`src/hdl/bpc_pkg.sv`:
```
package bpc_pkg;

  // register byte offsets on the apb side
  localparam logic [7:0] BPC_OFF_FIRST_PORT  = 8'h00; // holds pullup_enable_n at bit 7
  localparam logic [7:0] BPC_OFF_SECOND_DATA = 8'h04;
  localparam logic [7:0] BPC_OFF_SECOND_DIR  = 8'h08;
  localparam logic [7:0] BPC_OFF_THIRD_DATA  = 8'h0C;
  localparam logic [7:0] BPC_OFF_THIRD_DIR   = 8'h10;
  localparam logic [7:0] BPC_OFF_IRQ_REQ     = 8'h14; // periph_irq_request_reg
  localparam logic [7:0] BPC_OFF_IRQ_MASK    = 8'h18;
  localparam logic [7:0] BPC_OFF_BANK_SEL    = 8'h1C; // bank_select_reg
  localparam logic [7:0] BPC_OFF_MODE        = 8'h20; // operating mode and sleep

  // field positions
  localparam int BPC_PULLUP_N_BIT  = 7;
  localparam int BPC_CHANGE_IRQ_BIT = 7;
  localparam int BPC_SLEEP_BIT      = 2;

  // reset values
  localparam logic [7:0] BPC_RST_DIR      = 8'hFF; // all inputs
  localparam logic [7:0] BPC_RST_LATCH    = 8'h00;
  localparam logic       BPC_RST_PULLUP_N = 1'b0;  // pull-ups on
  localparam logic       BPC_RST_MASK     = 1'b0;  // change irq masked
  localparam logic [7:0] BPC_RST_BANK     = 8'h00;
  localparam logic [1:0] BPC_RST_MODE     = 2'b00;
  localparam logic [3:0] BPC_BANK_THIRD   = 4'h1;

  // operating configurations
  typedef enum logic [1:0] {
    BPC_MODE_MICROPROC = 2'b00,
    BPC_MODE_EXT_MCU   = 2'b01,
    BPC_MODE_MCU       = 2'b10,
    BPC_MODE_SAFE_MCU  = 2'b11
  } bpc_mode_t;

  // per-port pin carrier
  typedef struct packed {
    logic [7:0] out;
    logic [7:0] oe;
  } bpc_pins_t;

endpackage

```
`src/hdl/bpc_ports.sv`:
```
// Chosen here: the register addresses and register access over APB.
`timescale 1ns/1ps
`default_nettype none

// What this block does
// - second port: 8 pins, direction bit 1 is input, 0 is output
// - second port read returns pins; write only loads output latch
// - weak pull-ups on all second port pins, on when bit 7 is clear
// - pull-up forced off on any pin set as output
// - every reset leaves the second port pull-ups enabled
// - change compare uses input pins only against latch bits
// - mismatches ORed into change flag at bit 7 of irq request
// - change interrupt wakes the device from sleep
// - flag keeps being set while any mismatch persists
// - third port: 8 pins, direction bit 1 input, 0 output
// - third port read returns pins; write only loads output latch
// - as system bus the third port carries the low address/data byte
// - bus in microprocessor and extended modes, i/o otherwise
// - low four bank select bits choose the visible peripheral bank
module bpc_ports
  import bpc_pkg::*;
(
  input  wire logic        pclk,
  input  wire logic        presetn,
  input  wire logic        clk_en,
  input  wire logic        psel,
  input  wire logic        penable,
  input  wire logic        pwrite,
  input  wire logic [7:0]  paddr,
  input  wire logic [31:0] pwdata,
  output logic             pready,
  output logic [31:0]      prdata,
  output logic             pslverr,
  input  wire logic [7:0]  second_port_in,
  output logic [7:0]       second_port_out,
  output logic [7:0]       second_port_oe,
  output logic [7:0]       second_port_pullup,
  input  wire logic [7:0]  third_port_in,
  output logic [7:0]       third_port_out,
  output logic [7:0]       third_port_oe,
  input  wire logic [7:0]  bus_addr_data_low,
  input  wire logic        bus_drive,
  output logic             sleep_active,
  output logic             wake_pulse,
  output logic             irq
);

  // register state
  logic [7:0] second_latch_reg, second_dir_reg;
  logic [7:0] third_latch_reg, third_dir_reg;
  logic       pullup_enable_n_reg;
  logic       change_irq_flag_reg;
  logic       mask_reg;
  logic [7:0] bank_select_reg;
  bpc_mode_t  mode_reg;
  logic       sleep_reg;

  // three-stage pin synchronisers; stage one feeds stage two only
  logic [7:0] sp_s1, sp_s2, sp_s3, sp_stable;
  logic [7:0] tp_s1, tp_s2, tp_s3, tp_stable;

  logic       wr_en, rd_en, sel_bus;
  logic [7:0] mismatch;
  logic       change_any;
  bpc_pins_t  second_pins, third_pins;

  assign wr_en = psel && penable && pwrite;
  assign rd_en = psel && penable && !pwrite;

  assign sel_bus = (mode_reg == BPC_MODE_MICROPROC) || (mode_reg == BPC_MODE_EXT_MCU);

  // synchronise pins: a change counts when stages two and three agree
  always_ff @(posedge pclk or negedge presetn) begin
    if (!presetn) begin
      sp_s1     <= 8'h00;
      sp_s2     <= 8'h00;
      sp_s3     <= 8'h00;
      sp_stable <= 8'h00;
      tp_s1     <= 8'h00;
      tp_s2     <= 8'h00;
      tp_s3     <= 8'h00;
      tp_stable <= 8'h00;
    end else if (clk_en) begin
      sp_s1 <= second_port_in;
      sp_s2 <= sp_s1;
      sp_s3 <= sp_s2;
      tp_s1 <= third_port_in;
      tp_s2 <= tp_s1;
      tp_s3 <= tp_s2;
      for (int i = 0; i < 8; i++) begin
        if (sp_s2[i] == sp_s3[i]) sp_stable[i] <= sp_s3[i];
        if (tp_s2[i] == tp_s3[i]) tp_stable[i] <= tp_s3[i];
      end
    end
  end

  // per-pin change compare
  genvar g;
  generate
    for (g = 0; g < 8; g++) begin : g_cmp
      assign mismatch[g] = second_dir_reg[g] && (sp_stable[g] != second_latch_reg[g]);
    end
  endgenerate
  assign change_any = |mismatch;

  // software-written control registers
  always_ff @(posedge pclk or negedge presetn) begin
    if (!presetn) begin
      second_latch_reg    <= BPC_RST_LATCH;
      second_dir_reg      <= BPC_RST_DIR;
      third_latch_reg     <= BPC_RST_LATCH;
      third_dir_reg       <= BPC_RST_DIR;
      pullup_enable_n_reg <= BPC_RST_PULLUP_N;
      mask_reg            <= BPC_RST_MASK;
      bank_select_reg     <= BPC_RST_BANK;
      mode_reg            <= bpc_mode_t'(BPC_RST_MODE);
    end else if (clk_en && wr_en) begin
      case (paddr)
        BPC_OFF_FIRST_PORT:  pullup_enable_n_reg <= pwdata[BPC_PULLUP_N_BIT];
        BPC_OFF_SECOND_DATA: second_latch_reg <= pwdata[7:0];
        BPC_OFF_SECOND_DIR:  second_dir_reg   <= pwdata[7:0];
        // third port only visible in bank 1
        BPC_OFF_THIRD_DATA: begin
          if (bank_select_reg[3:0] == BPC_BANK_THIRD) third_latch_reg <= pwdata[7:0];
        end
        BPC_OFF_THIRD_DIR: begin
          if (bank_select_reg[3:0] == BPC_BANK_THIRD) third_dir_reg <= pwdata[7:0];
        end
        BPC_OFF_IRQ_MASK:    mask_reg        <= pwdata[BPC_CHANGE_IRQ_BIT];
        BPC_OFF_BANK_SEL:    bank_select_reg <= pwdata[7:0];
        BPC_OFF_MODE:        mode_reg        <= bpc_mode_t'(pwdata[1:0]);
        default: ;
      endcase
    end
  end

  // change flag: set wins over write-one-to-clear
  always_ff @(posedge pclk or negedge presetn) begin
    if (!presetn) begin
      change_irq_flag_reg <= 1'b0;
    end else if (clk_en) begin
      if (change_any) begin
        change_irq_flag_reg <= 1'b1;
      end else if (wr_en && paddr == BPC_OFF_IRQ_REQ && pwdata[BPC_CHANGE_IRQ_BIT]) begin
        change_irq_flag_reg <= 1'b0;
      end
    end
  end

  // sleep request and wake; wake only when the change is unmasked
  always_ff @(posedge pclk or negedge presetn) begin
    if (!presetn) begin
      sleep_reg  <= 1'b0;
      wake_pulse <= 1'b0;
    end else if (clk_en) begin
      wake_pulse <= 1'b0;
      if (sleep_reg && change_irq_flag_reg && mask_reg) begin
        sleep_reg  <= 1'b0;
        wake_pulse <= 1'b1;
      end else if (wr_en && paddr == BPC_OFF_MODE) begin
        sleep_reg <= pwdata[BPC_SLEEP_BIT];
      end
    end
  end

  // pin drive, combinational before the output flops
  always_comb begin
    second_pins.oe  = ~second_dir_reg;
    second_pins.out = second_latch_reg;
    // bus byte overrides in bus modes
    if (sel_bus) begin
      third_pins.oe  = {8{bus_drive}};
      third_pins.out = bus_addr_data_low;
    end else begin
      third_pins.oe  = ~third_dir_reg;
      third_pins.out = third_latch_reg;
    end
  end

  // registered pin outputs
  always_ff @(posedge pclk or negedge presetn) begin
    if (!presetn) begin
      second_port_out    <= 8'h00;
      second_port_oe     <= 8'h00;
      second_port_pullup <= 8'h00;
      third_port_out     <= 8'h00;
      third_port_oe      <= 8'h00;
    end else if (clk_en) begin
      second_port_out <= second_pins.out;
      second_port_oe  <= second_pins.oe;
      second_port_pullup <= {8{~pullup_enable_n_reg}} & second_dir_reg;
      third_port_out  <= third_pins.out;
      third_port_oe   <= third_pins.oe;
    end
  end

  // apb read path, zero-wait answer
  always_ff @(posedge pclk or negedge presetn) begin
    if (!presetn) begin
      prdata  <= 32'h0000_0000;
      pready  <= 1'b0;
      pslverr <= 1'b0;
    end else if (clk_en) begin
      pready  <= psel && !penable;
      pslverr <= 1'b0;
      prdata  <= 32'h0000_0000;
      if (psel && !penable && !pwrite) begin
        case (paddr)
          BPC_OFF_FIRST_PORT:  prdata <= {24'h000000, pullup_enable_n_reg, 7'h00};
          BPC_OFF_SECOND_DATA: prdata <= {24'h000000, sp_stable};
          BPC_OFF_SECOND_DIR:  prdata <= {24'h000000, second_dir_reg};
          BPC_OFF_THIRD_DATA:
            prdata <= (bank_select_reg[3:0] == BPC_BANK_THIRD) ? {24'h000000, tp_stable} : 32'h0000_0000;
          BPC_OFF_THIRD_DIR:
            prdata <= (bank_select_reg[3:0] == BPC_BANK_THIRD) ? {24'h000000, third_dir_reg} : 32'h0000_0000;
          BPC_OFF_IRQ_REQ:     prdata <= {24'h000000, change_irq_flag_reg, 7'h00};
          BPC_OFF_IRQ_MASK:    prdata <= {24'h000000, mask_reg, 7'h00};
          BPC_OFF_BANK_SEL:    prdata <= {24'h000000, bank_select_reg};
          BPC_OFF_MODE:        prdata <= {29'h0000_0000, sleep_reg, mode_reg};
          default:             pslverr <= 1'b1; // unmapped
        endcase
      end
    end
  end

  // level interrupt from the registered flag and mask
  always_ff @(posedge pclk or negedge presetn) begin
    if (!presetn) begin
      irq <= 1'b0;
    end else if (clk_en) begin
      irq <= change_irq_flag_reg && mask_reg;
    end
  end
  assign sleep_active = sleep_reg;

  out_excluded_a: assert property (@(posedge pclk) disable iff (!presetn)
    (second_dir_reg == 8'h00) |-> !change_any) else $error("output pin compared");

  // a mismatch sets the flag next cycle
  flag_sets_a: assert property (@(posedge pclk) disable iff (!presetn)
    (clk_en && change_any) |=> change_irq_flag_reg) else $error("flag not set");

  clear_blocked_a: assert property (@(posedge pclk) disable iff (!presetn)
    (clk_en && change_any && wr_en && paddr == BPC_OFF_IRQ_REQ) |=> change_irq_flag_reg)
    else $error("flag cleared during mismatch");

  pullup_off_a: assert property (@(posedge pclk) disable iff (!presetn)
    clk_en |=> ((second_port_pullup & second_port_oe) == 8'h00)) else $error("pull-up on output");

  // pull-ups follow control bit on inputs
  pullup_ctl_a: assert property (@(posedge pclk) disable iff (!presetn)
    (clk_en && !pullup_enable_n_reg) |=> (second_port_pullup == $past(second_dir_reg)))
    else $error("pull-up not enabled");

  latch_drive_a: assert property (@(posedge pclk) disable iff (!presetn)
    clk_en |=> (second_port_out == $past(second_latch_reg))) else $error("latch not driven");

  // sleeping device wakes on unmasked change
  wake_up_a: assert property (@(posedge pclk) disable iff (!presetn)
    (clk_en && sleep_reg && change_irq_flag_reg && mask_reg) |=> (wake_pulse && !sleep_reg))
    else $error("no wake on change");

  // general i/o mode uses third direction
  third_gpio_a: assert property (@(posedge pclk) disable iff (!presetn)
    (clk_en && !sel_bus) |=> (third_port_oe == ~$past(third_dir_reg))) else $error("third oe wrong");

  reset_pullup_a: assert property (@(posedge pclk)
    $rose(presetn) |-> !pullup_enable_n_reg) else $error("pull-ups off after reset");

  bus_byte_a: assert property (@(posedge pclk) disable iff (!presetn)
    (clk_en && sel_bus) |=> (third_port_out == $past(bus_addr_data_low)))
    else $error("bus byte not driven");

  bus_oe_a: assert property (@(posedge pclk) disable iff (!presetn)
    (clk_en && sel_bus) |=> (third_port_oe == {8{$past(bus_drive)}}))
    else $error("bus enable wrong");

  gpio_out_a: assert property (@(posedge pclk) disable iff (!presetn)
    (clk_en && !sel_bus) |=> (third_port_out == $past(third_latch_reg)))
    else $error("third latch not driven");

  second_oe_a: assert property (@(posedge pclk) disable iff (!presetn)
    clk_en |=> (second_port_oe == ~$past(second_dir_reg)))
    else $error("second oe wrong");

  latch_write_a: assert property (@(posedge pclk) disable iff (!presetn)
    (clk_en && wr_en && paddr == BPC_OFF_SECOND_DATA) |=> (second_latch_reg == $past(pwdata[7:0])))
    else $error("second latch not written");

  second_read_a: assert property (@(posedge pclk) disable iff (!presetn)
    (clk_en && psel && !penable && !pwrite && paddr == BPC_OFF_SECOND_DATA)
    |=> (prdata == {24'h000000, $past(sp_stable)}))
    else $error("second read not pins");

  third_read_a: assert property (@(posedge pclk) disable iff (!presetn)
    (clk_en && psel && !penable && !pwrite && paddr == BPC_OFF_THIRD_DATA
     && bank_select_reg[3:0] == BPC_BANK_THIRD) |=> (prdata == {24'h000000, $past(tp_stable)}))
    else $error("third read not pins");

  third_latch_a: assert property (@(posedge pclk) disable iff (!presetn)
    (clk_en && wr_en && paddr == BPC_OFF_THIRD_DATA && bank_select_reg[3:0] == BPC_BANK_THIRD)
    |=> (third_latch_reg == $past(pwdata[7:0])))
    else $error("third latch not written");

  third_dir_a: assert property (@(posedge pclk) disable iff (!presetn)
    (clk_en && wr_en && paddr == BPC_OFF_THIRD_DIR && bank_select_reg[3:0] == BPC_BANK_THIRD)
    |=> (third_dir_reg == $past(pwdata[7:0])))
    else $error("third direction not written");

  // other banks leave third port alone
  bank_guard_a: assert property (@(posedge pclk) disable iff (!presetn)
    (clk_en && wr_en && (paddr == BPC_OFF_THIRD_DATA || paddr == BPC_OFF_THIRD_DIR)
     && bank_select_reg[3:0] != BPC_BANK_THIRD) |=> ($stable(third_latch_reg) && $stable(third_dir_reg)))
    else $error("third port written in wrong bank");

  bank_read_a: assert property (@(posedge pclk) disable iff (!presetn)
    (clk_en && psel && !penable && !pwrite && paddr == BPC_OFF_THIRD_DATA
     && bank_select_reg[3:0] != BPC_BANK_THIRD) |=> (prdata == 32'h0000_0000))
    else $error("third port read in wrong bank");

  // irq level follows flag and mask
  irq_level_a: assert property (@(posedge pclk) disable iff (!presetn)
    clk_en |=> (irq == $past(change_irq_flag_reg && mask_reg)))
    else $error("irq level wrong");

  flag_hold_a: assert property (@(posedge pclk) disable iff (!presetn)
    (clk_en && change_irq_flag_reg && !(wr_en && paddr == BPC_OFF_IRQ_REQ && pwdata[BPC_CHANGE_IRQ_BIT]))
    |=> change_irq_flag_reg)
    else $error("flag dropped");

  pullup_gate_a: assert property (@(posedge pclk) disable iff (!presetn)
    (clk_en && pullup_enable_n_reg) |=> (second_port_pullup == 8'h00))
    else $error("pull-up on while disabled");

  wake_exit_a: assert property (@(posedge pclk) disable iff (!presetn)
    wake_pulse |-> !sleep_reg)
    else $error("still asleep after wake");

  no_wake_a: assert property (@(posedge pclk) disable iff (!presetn)
    (clk_en && !(sleep_reg && change_irq_flag_reg && mask_reg)) |=> !wake_pulse)
    else $error("spurious wake");

  ready_a: assert property (@(posedge pclk) disable iff (!presetn)
    (clk_en && psel && !penable) |=> pready)
    else $error("no ready in access");

  latch_hold_a: assert property (@(posedge pclk) disable iff (!presetn)
    (clk_en && !(wr_en && paddr == BPC_OFF_SECOND_DATA)) |=> $stable(second_latch_reg))
    else $error("latch changed unwritten");

endmodule

`default_nettype wire

```
`config.mk`:
```
export PLATFORM = sky130hd
export DESIGN_NAME = bpc_ports
export DESIGN_NICKNAME = d
export VERILOG_FILES = /design/src/hdl/bpc_pkg.sv /design/src/hdl/bpc_ports.sv
export SDC_FILE = /design/constraint.sdc
export NUM_CORES = 1
export LEC_CHECK = 0
export BUFFER_PORTS_ARGS = -buffer_cell sky130_fd_sc_hd__buf_2
export CELL_PAD_IN_SITES_DETAIL_PLACEMENT = 1
export CELL_PAD_IN_SITES_GLOBAL_PLACEMENT = 2
export CORE_AREA = 2 2 215 111
export DETAILED_ROUTE_END_ITERATION = 12
export DIE_AREA = 0 0 217 113
export PLACE_DENSITY = 0.87
export SKIP_LAST_GASP = 1
export SYNTH_ARGS = -nofsm -noshare
export SYNTH_HDL_FRONTEND = slang
export SYNTH_SLANG_ARGS = --single-unit
```
`constraint.sdc`:
```
create_clock -name pclk -period 2.1 [get_ports pclk]
set_clock_uncertainty 0.1 [all_clocks]
set_input_delay 0.525 -clock pclk [delete_from_list [all_inputs] [get_ports pclk]]
set_output_delay 0.525 -clock pclk [all_outputs]
set_load 0.1 [all_outputs]
```
# Word level (Yosys, flattened, before mapping)
# Cells that the tools add are included.
# op_classes
n_mux	12
n_eq_ne	34
bitwise_logic	4
n_reduce_logical	54
# ops
cell	count
8-bit case mux with 9 select lines	1
2-bit AND reduction	24
8-bit by 5-bit == test with 1-bit output (second input constant)	4
8-bit 2-to-1 mux	3
1-bit logical AND	19
1-bit == test	16
8-bit by 4-bit == test with 1-bit output (second input constant)	2
16-bit 2-to-1 mux	1
8-bit NOT	2
9-bit OR reduction	1
8-bit bitwise AND	1
8-bit by 3-bit == test with 1-bit output (second input constant)	1
8-bit by 6-bit == test with 1-bit output (second input constant)	1
8-bit zero test	1
1-bit != test	8
8-bit OR reduction	1
1-bit 2-to-1 mux	7
3-bit AND reduction	2
4-bit by 1-bit == test with 1-bit output (second input constant)	1
2-bit nonzero test	2
2-bit by 1-bit == test with 1-bit output (second input constant)	1
1-bit zero test	2
2-bit zero test	1
1-bit logical OR	1
1-bit NOT	1
# word_totals
wordCells	146
input_bits	71
reg_bits	186
out_inout_bits	77

# Depth between registers and ports, before layout
# Gate-level depths: netlist of the first run.
# logic_depth
ltp_word	6
depth_mapped	7

# Least setup slack after synthesis of the first run
# Ideal clock, no wire load.
# synth_timing
path_type	in2reg
start	input port paddr[5]
end	register third_latch_reg[0]
setup_ns	0.125
arrival_time_ns	2.052
path_stages	5
slack_ns	-0.177
required_time_ns	1.875
path_cell_list	nor4_2 -> inv_1 -> or4_4 -> buf_6 -> mux2_4
# synth_via
elab_chain_cells	2
# synth_rtl
element	line	rtl
from (decl)	bpc_ports.sv:29	input wire logic [7:0] paddr,
8-bit by 4-bit == test with 1-bit output	bpc_ports.sv:118	case (paddr)
3-bit AND reduction (no line)	-	
to (signal assigned)	bpc_ports.sv:124	if (bank_select_reg[3:0] == BPC_BANK_THIRD) third_latch_reg <= pwdata[7:0];
to (decl)	bpc_ports.sv:50	logic [7:0] third_latch_reg, third_dir_reg;
# No other way between the ends.
# A chain may end at the register's enable or synchronous reset.

# Worst setup path after layout of the first run
# layout_timing
start	register bank_select_reg[3]
end	register third_latch_reg[2]
# layout_via
elab_chain_cells	2
# layout_rtl
element	line	rtl
from (decl)	bpc_ports.sv:54	logic [7:0] bank_select_reg;
from (signal assigned)	bpc_ports.sv:130	BPC_OFF_BANK_SEL: bank_select_reg <= pwdata[7:0];
4-bit by 1-bit == test with 1-bit output	bpc_ports.sv:124	
3-bit AND reduction (no line)	-	
# No other way between the ends.

==> impl_metrics.yaml, run 1 <==
floorplan:
  start_util_pct: 31.7
  dieArea_mm2: 0.0245
  die_w_um: 217
  die_y_um: 113
  io-pin-count: 148
  rows: 39
  fp.coreArea_mm2: 0.0225
setup_path:
  worstSetupEndpointType: "flip-flop"
  slowest_delay_ns: 0.57
  crit_path_max_fanout: 8
  required_ns: 2.32
  path_class: "reg2reg"
  r2r_slack_ns: 0.05
  rr_startpoint: "bank_select_reg[3]"
  crit_slowest_cell: "or4b_1"
  crit_arrival_ns: 2.27
  reg2reg_depth: 3
  crit_end: "third_latch_reg[2]"
  crit_start: "bank_select_reg[3]"
  worstPathCellList: "or4b_1 -> or4_4 -> mux2_4"
  cp-start-kind: "flip-flop"
  r2r_end: "third_latch_reg[2]"
cts:
  cts-root-buf: "clkbuf_16"
  htree_levels: 4
  clk_pin_slew_worst_paths_ns: 0.07
  cts_tree: "built"
  post_cts_resized: 0
  cts_sinks: 162
  post_cts_buffers: 0
  numCtsBuffers: 17
  ctsHoldBuffers: 1
  insertion_delay_ns: 0.44
  cts_buffer_depth: 2
yosys:
  yosys_warnings: 0
  synthDistinctLibCells: 52
  syn_area_mm2: 0.00714
  synthArstFlopShare_pct: 100
  synth-edff-count: 0
  yosys.area.top_type: "dfrtp_1"
  synth_compound_area_share_pct: 11.9
  synth.most_common_cell: "dfrtp_1"
  synthAdderAreaFrac_pct: 0
  synthFlopType: "dfrtp_1"
  synth_commonest_cells: "dfrtp_1 (146), mux2_2 (84), o21ai_0 (65)"
  synthCells: 605
  ys_top_cells_by_area: "dfrtp_1 (51%), mux2_2 (13%), dfstp_2 (5.9%)"
  synth_top_area_share_pct: 51.1
  ys_ff_latch: 162
  yosys.area_share.simple_pct: 7.83
  synth_top_family_by_area: "multiplexers"
  synth_xor_xnor_area_share_pct: 0.981
  avgSynthCellArea_um2: 11.8
  ys_seq_area_share_pct: 57.0
  synth.area.mux_share_pct: 16.5
timing:
  setup_viol: 0
  relSlewSlack_pct: 65.2
  fmax_mhz: 489
  hold_viol: 0
  layout_min_cycle_time_ns: 2.05
  setup_tns_ns: 0
  worstMarginPinSlew_ns: 0.521
  slew_viol_final: 0
  rsz0062_at_grt: "false"
  fin_crit_sh_pct: 97.4
grt:
  grt_antenna_before_repair: 3
  grt_pass1_wl_um: 32000
  overflow: 0
  grt_max_degree: 76
  gr-usage-all-layers_pct: 17.3
  grt_pass1_vias: 5604
route:
  avgViaCountPerCell: 4.87
  routedWlPerCell_um: 19.0
  drc: 0
  vias: 5183
  ant_nets: 0
  wirelength_um: 20200
  drtIter0Drc: 227
  dr.pass1.iters: 5
finish:
  final_nets: 814
  syn2layout_area_growth_pct: 23.8
  fin_util_pct: 39.2
  drive_gt1_share_pct: 38.9
power:
  irDropWorstVdd_uv: 525
  p_per_area_mw_per_mm2: 922
  leakage_uw: 0.00411
hold_path:
  hold_path.class: "in2reg"
place:
  io_buffers: 99
  globalplace.congestion: 0.860
  dp_hpwl_um: 14400
flow_run:
  cap_viol_max_count: 0
run_status:
  status: "finished, final reports clean"
## layout by cell type, fill, tap and decap left out, types with 17 or more instances in the layout
cell,n
nand2_1,33
o21ai_0,65
nor2_1,22
conb_1,24
buf_4,44
buf_2,97
dfrtp_1,146
mux2_2,84
clkbuf_16,17
inv_1,30
a21oi_1,33
## cell families (layout without fill, tap and decap cells)
logic type      after synthesis  after routing
compound gates              142            142
other cells                   1             25
simple gates                106            106
buf+inv                      83            211
mux                         103            103
xor+xnor                      8              8
flops                       162            162
## how the worst min path moves through the flow
| stage | start | to | slack (ns) | cells past startpoint |
|---|---|---|---|---|
| after CTS | third_port_in[3] | tp_s1[3] | 0.20 | 2 |
| after global placement | irq | irq | 0.37 | 1 |
| after detailed placement | prdata[0] | prdata[0] | 0.37 | 1 |
| after global routing | third_port_in[7] | tp_s1[7] | 0.21 | 2 |
| final | third_port_in[3] | tp_s1[3] | 0.22 | 2 |
| after floorplan | presetn | bank_select_reg[0] | 0.13 | 0 |
## stage by stage
step | worst slack, ns | power [µW] | hold slack [ns] | cells | cell area [µm²]
global route | 0.0113 | 8520 | 0.207 | 1063 | 8840
floorplan | -0.0588 | 4670 | 0.129 | 628 | 7250
detailed placement | -0.184 | 5150 | 0.373 | 1030 | 8260
CTS | 0.0518 | 8240 | 0.204 | 1063 | 8840
finish | 0.0545 | 8160 | 0.218 | 1064 | 8840
global placement | -0.164 | 5050 | 0.366 | 1030 | 8260
## layout make-up
| class | count | area, µm² |
|---|---|---|
| clock buffer | 18 | 429 |
| antenna | 1 | 2.50 |
| multi-input combinational | 383 | 2760 |
| timing repair buffer | 148 | 937 |
| clock inverter | 14 | 146 |
| sequential | 162 | 4070 |
| fill | 2470 | 13700 |
| tap | 307 | 384 |
| inverter | 31 | 116 |
## report_power, final
| group | internal (µW) | switching, µW | total, µW |
|---|---|---|---|
| sequential | 3430 | 302 | 3740 |
| combinational | 376 | 980 | 1360 |
| clock | 1670 | 1390 | 3060 |
## critical path, delay by kind of cell (launching register included)
family           cells  cell delay (ns)
multiplexers         1             0.34
AND/OR/NAND/NOR      2             1.12
flip-flops           1             0.38
## routing by layer
layer / vias to the layer above / track usage (%) / share of wire (%)
met5: - / 0 / 0.15
met4: 4 / 6.99 / 2.6
met3: 40 / 5.11 / 5.0
met2: 107 / 28.7 / 49
met1: 2656 / 21.3 / 44
li1: 2376 / - / -
No activity file was read; power rests on OpenSTA's default activity.
==> run 2: changes to the inputs <==
Settings changed: CELL_PAD_IN_SITES_DETAIL_PLACEMENT 1 to unset, CELL_PAD_IN_SITES_GLOBAL_PLACEMENT 2 to unset, CORE_AREA 2 2 215 111 to 2 2 174 91, DIE_AREA 0 0 217 113 to 0 0 176 93.
==> impl_metrics.yaml, run 2 (synthesis results as in run 1) <==
run_status:
  status: "finished, final reports clean"
finish:
  final_nets: 814
  n_fill_cell: 1224
  postLayoutCellArea_mm2: 0.00872
  antenna_cells: 0
  final_cell_mix: "dfrtp_1 (146), buf_2 (97), mux2_2 (84), o21ai_0 (65), buf_4 (45)"
  drive_gt1_share_pct: 39.2
  syn2layout_area_growth_pct: 22.0
  final_common_cell: "dfrtp_1"
  seq_area_mm2: 0.00407
  multi_input_area_mm2: 0.00276
  stdcell_count: 960
power:
  swShare_pct: 32.1
  power.internal_uw: 5540
  seqPwrFrac_pct: 46.0
  switching_power_uw: 2620
  clkPwrFrac_pct: 37.8
  p_per_area_mw_per_mm2: 937
  irDropWorstVdd_uv: 563
  leakage_uw: 0.00411
  power_uw: 8170
  pwr-share-comb_pct: 16.2
timing:
  setup_ws_ns: 0.0598
  setup_viol: 0
  fmax_mhz: 490
  whs_ns: 0.224
  layout_min_cycle_time_ns: 2.04
  worstMarginPinSlew_ns: 0.644
  rsz0062_at_grt: "false"
  fin_crit_sh_pct: 97.2
  slew_viol_final: 0
  hold_viol: 0
  relSlewSlack_pct: 57.0
route:
  drc: 0
  avgViaCountPerCell: 5.58
  routedWlPerCell_um: 19.2
  wirelength_um: 18400
  dr.pass1.iters: 6
  ant_nets: 0
  drtIter0Drc: 508
  vias: 5357
hold_path:
  hold_path.class: "in2reg"
cts:
  cts_sinks: 162
  cts-root-buf: "clkbuf_16"
  cts_tree: "built"
  clk_pin_slew_worst_paths_ns: 0.07
  insertion_delay_ns: 0.43
  htree_levels: 4
  numCtsBuffers: 17
  cts_buffer_depth: 2
  post_cts_buffers: 0
floorplan:
  io-pin-count: 148
  fp.coreArea_mm2: 0.0149
  rows: 32
  die_w_um: 176
  dieArea_mm2: 0.0164
  start_util_pct: 47.8
  die_y_um: 93
flow_run:
  cap_viol_max_count: 0
grt:
  grt_max_degree: 137
  gr-usage-all-layers_pct: 23.5
  overflow: 0
  grt_antenna_before_repair: 0
  grt_pass1_vias: 5165
  grt_pass1_wl_um: 29000
setup_path:
  crit_path_max_fanout: 8
  worstSetupEndpointType: "flip-flop"
  crit_arrival_ns: 2.25
  required_ns: 2.31
  cp-start-kind: "flip-flop"
  path_class: "reg2reg"
place:
  post-place-ws_ns: -0.159
  dpl-instance-area_mm2: 0.00812
  place_inst: 927
  io_buffers: 99
  globalplace.congestion: 0.979
  dp_hpwl_um: 13400
-- run 2: area by class of cell --
class / count / share of cell area, %
Clock buffer: 19 / 5.20
Inverter: 31 / 1.33
Clock inverter: 13 / 1.56
Sequential cell: 162 / 46.7
Tap cell: 204 / 2.93
Timing Repair Buffer: 148 / 10.6
Multi-Input combinational cell: 383 / 31.6
-- run 2: power by group through the flow --
stage	Combinational [µW]	Sequential, µW	Clock (µW)
final	1320	3760	3090
after floorplan	680	3990	0
after CTS	1320	3740	3140
after detailed placement	1320	3790	0
after global placement	1270	3770	0
after global routing	1430	3780	3290
-- run 2: worst max-delay path: stages, from the launching register on --
cell and delay, ns:
dfrtp_1 0.38, or4b_4 0.55, or4_4 0.56, mux2_4 0.34
-- run 2: final timing paths --
path	cells after the start	slack (ns)	from	to
setup / recovery	3	0.06	bank_select_reg[3]	third_latch_reg[2]
hold / removal	2	0.22	second_port_in[0]	sp_s1[0]
setup reg to reg	3	0.06	bank_select_reg[3]	third_latch_reg[2]
hold reg to reg	1	0.38	irq	irq
max in group asynchronous	3	0.72	presetn	second_dir_reg[5]
min in group asynchronous	2	0.50	presetn	tp_s1[1]
-- run 2: per-layer routing --
layer  routed length [µm]  share of wire [%]  track usage, %  vias to the layer above
li1                     -                  -               -                     2379
met1                 8730                 47            35.8                     2692
met2                 7560                 41            32.9                      264
met3                 1970                 11            6.67                       22
met4                  169               0.92            5.92                        0
met5                    0                  0               0                        -
-- run 2: timing repair --
item | CTS | global route
hold buffers | 1 | 0
resized for setup | 0 | 1
hold endpoints to repair | 33 | 0
endpoints found under the setup margin | 0 | 3
-- run 2: through the flow --
| stage | setup TNS [ns] | util, % |
|---|---|---|
| floorplan | -0.470 | - |
| finish | 0 | 58.4 |
| global placement | -1.82 | 54.3 |
| detailed placement | -2.06 | 54.3 |
| global route | 0 | 58.4 |
| CTS | 0 | 58.4 |
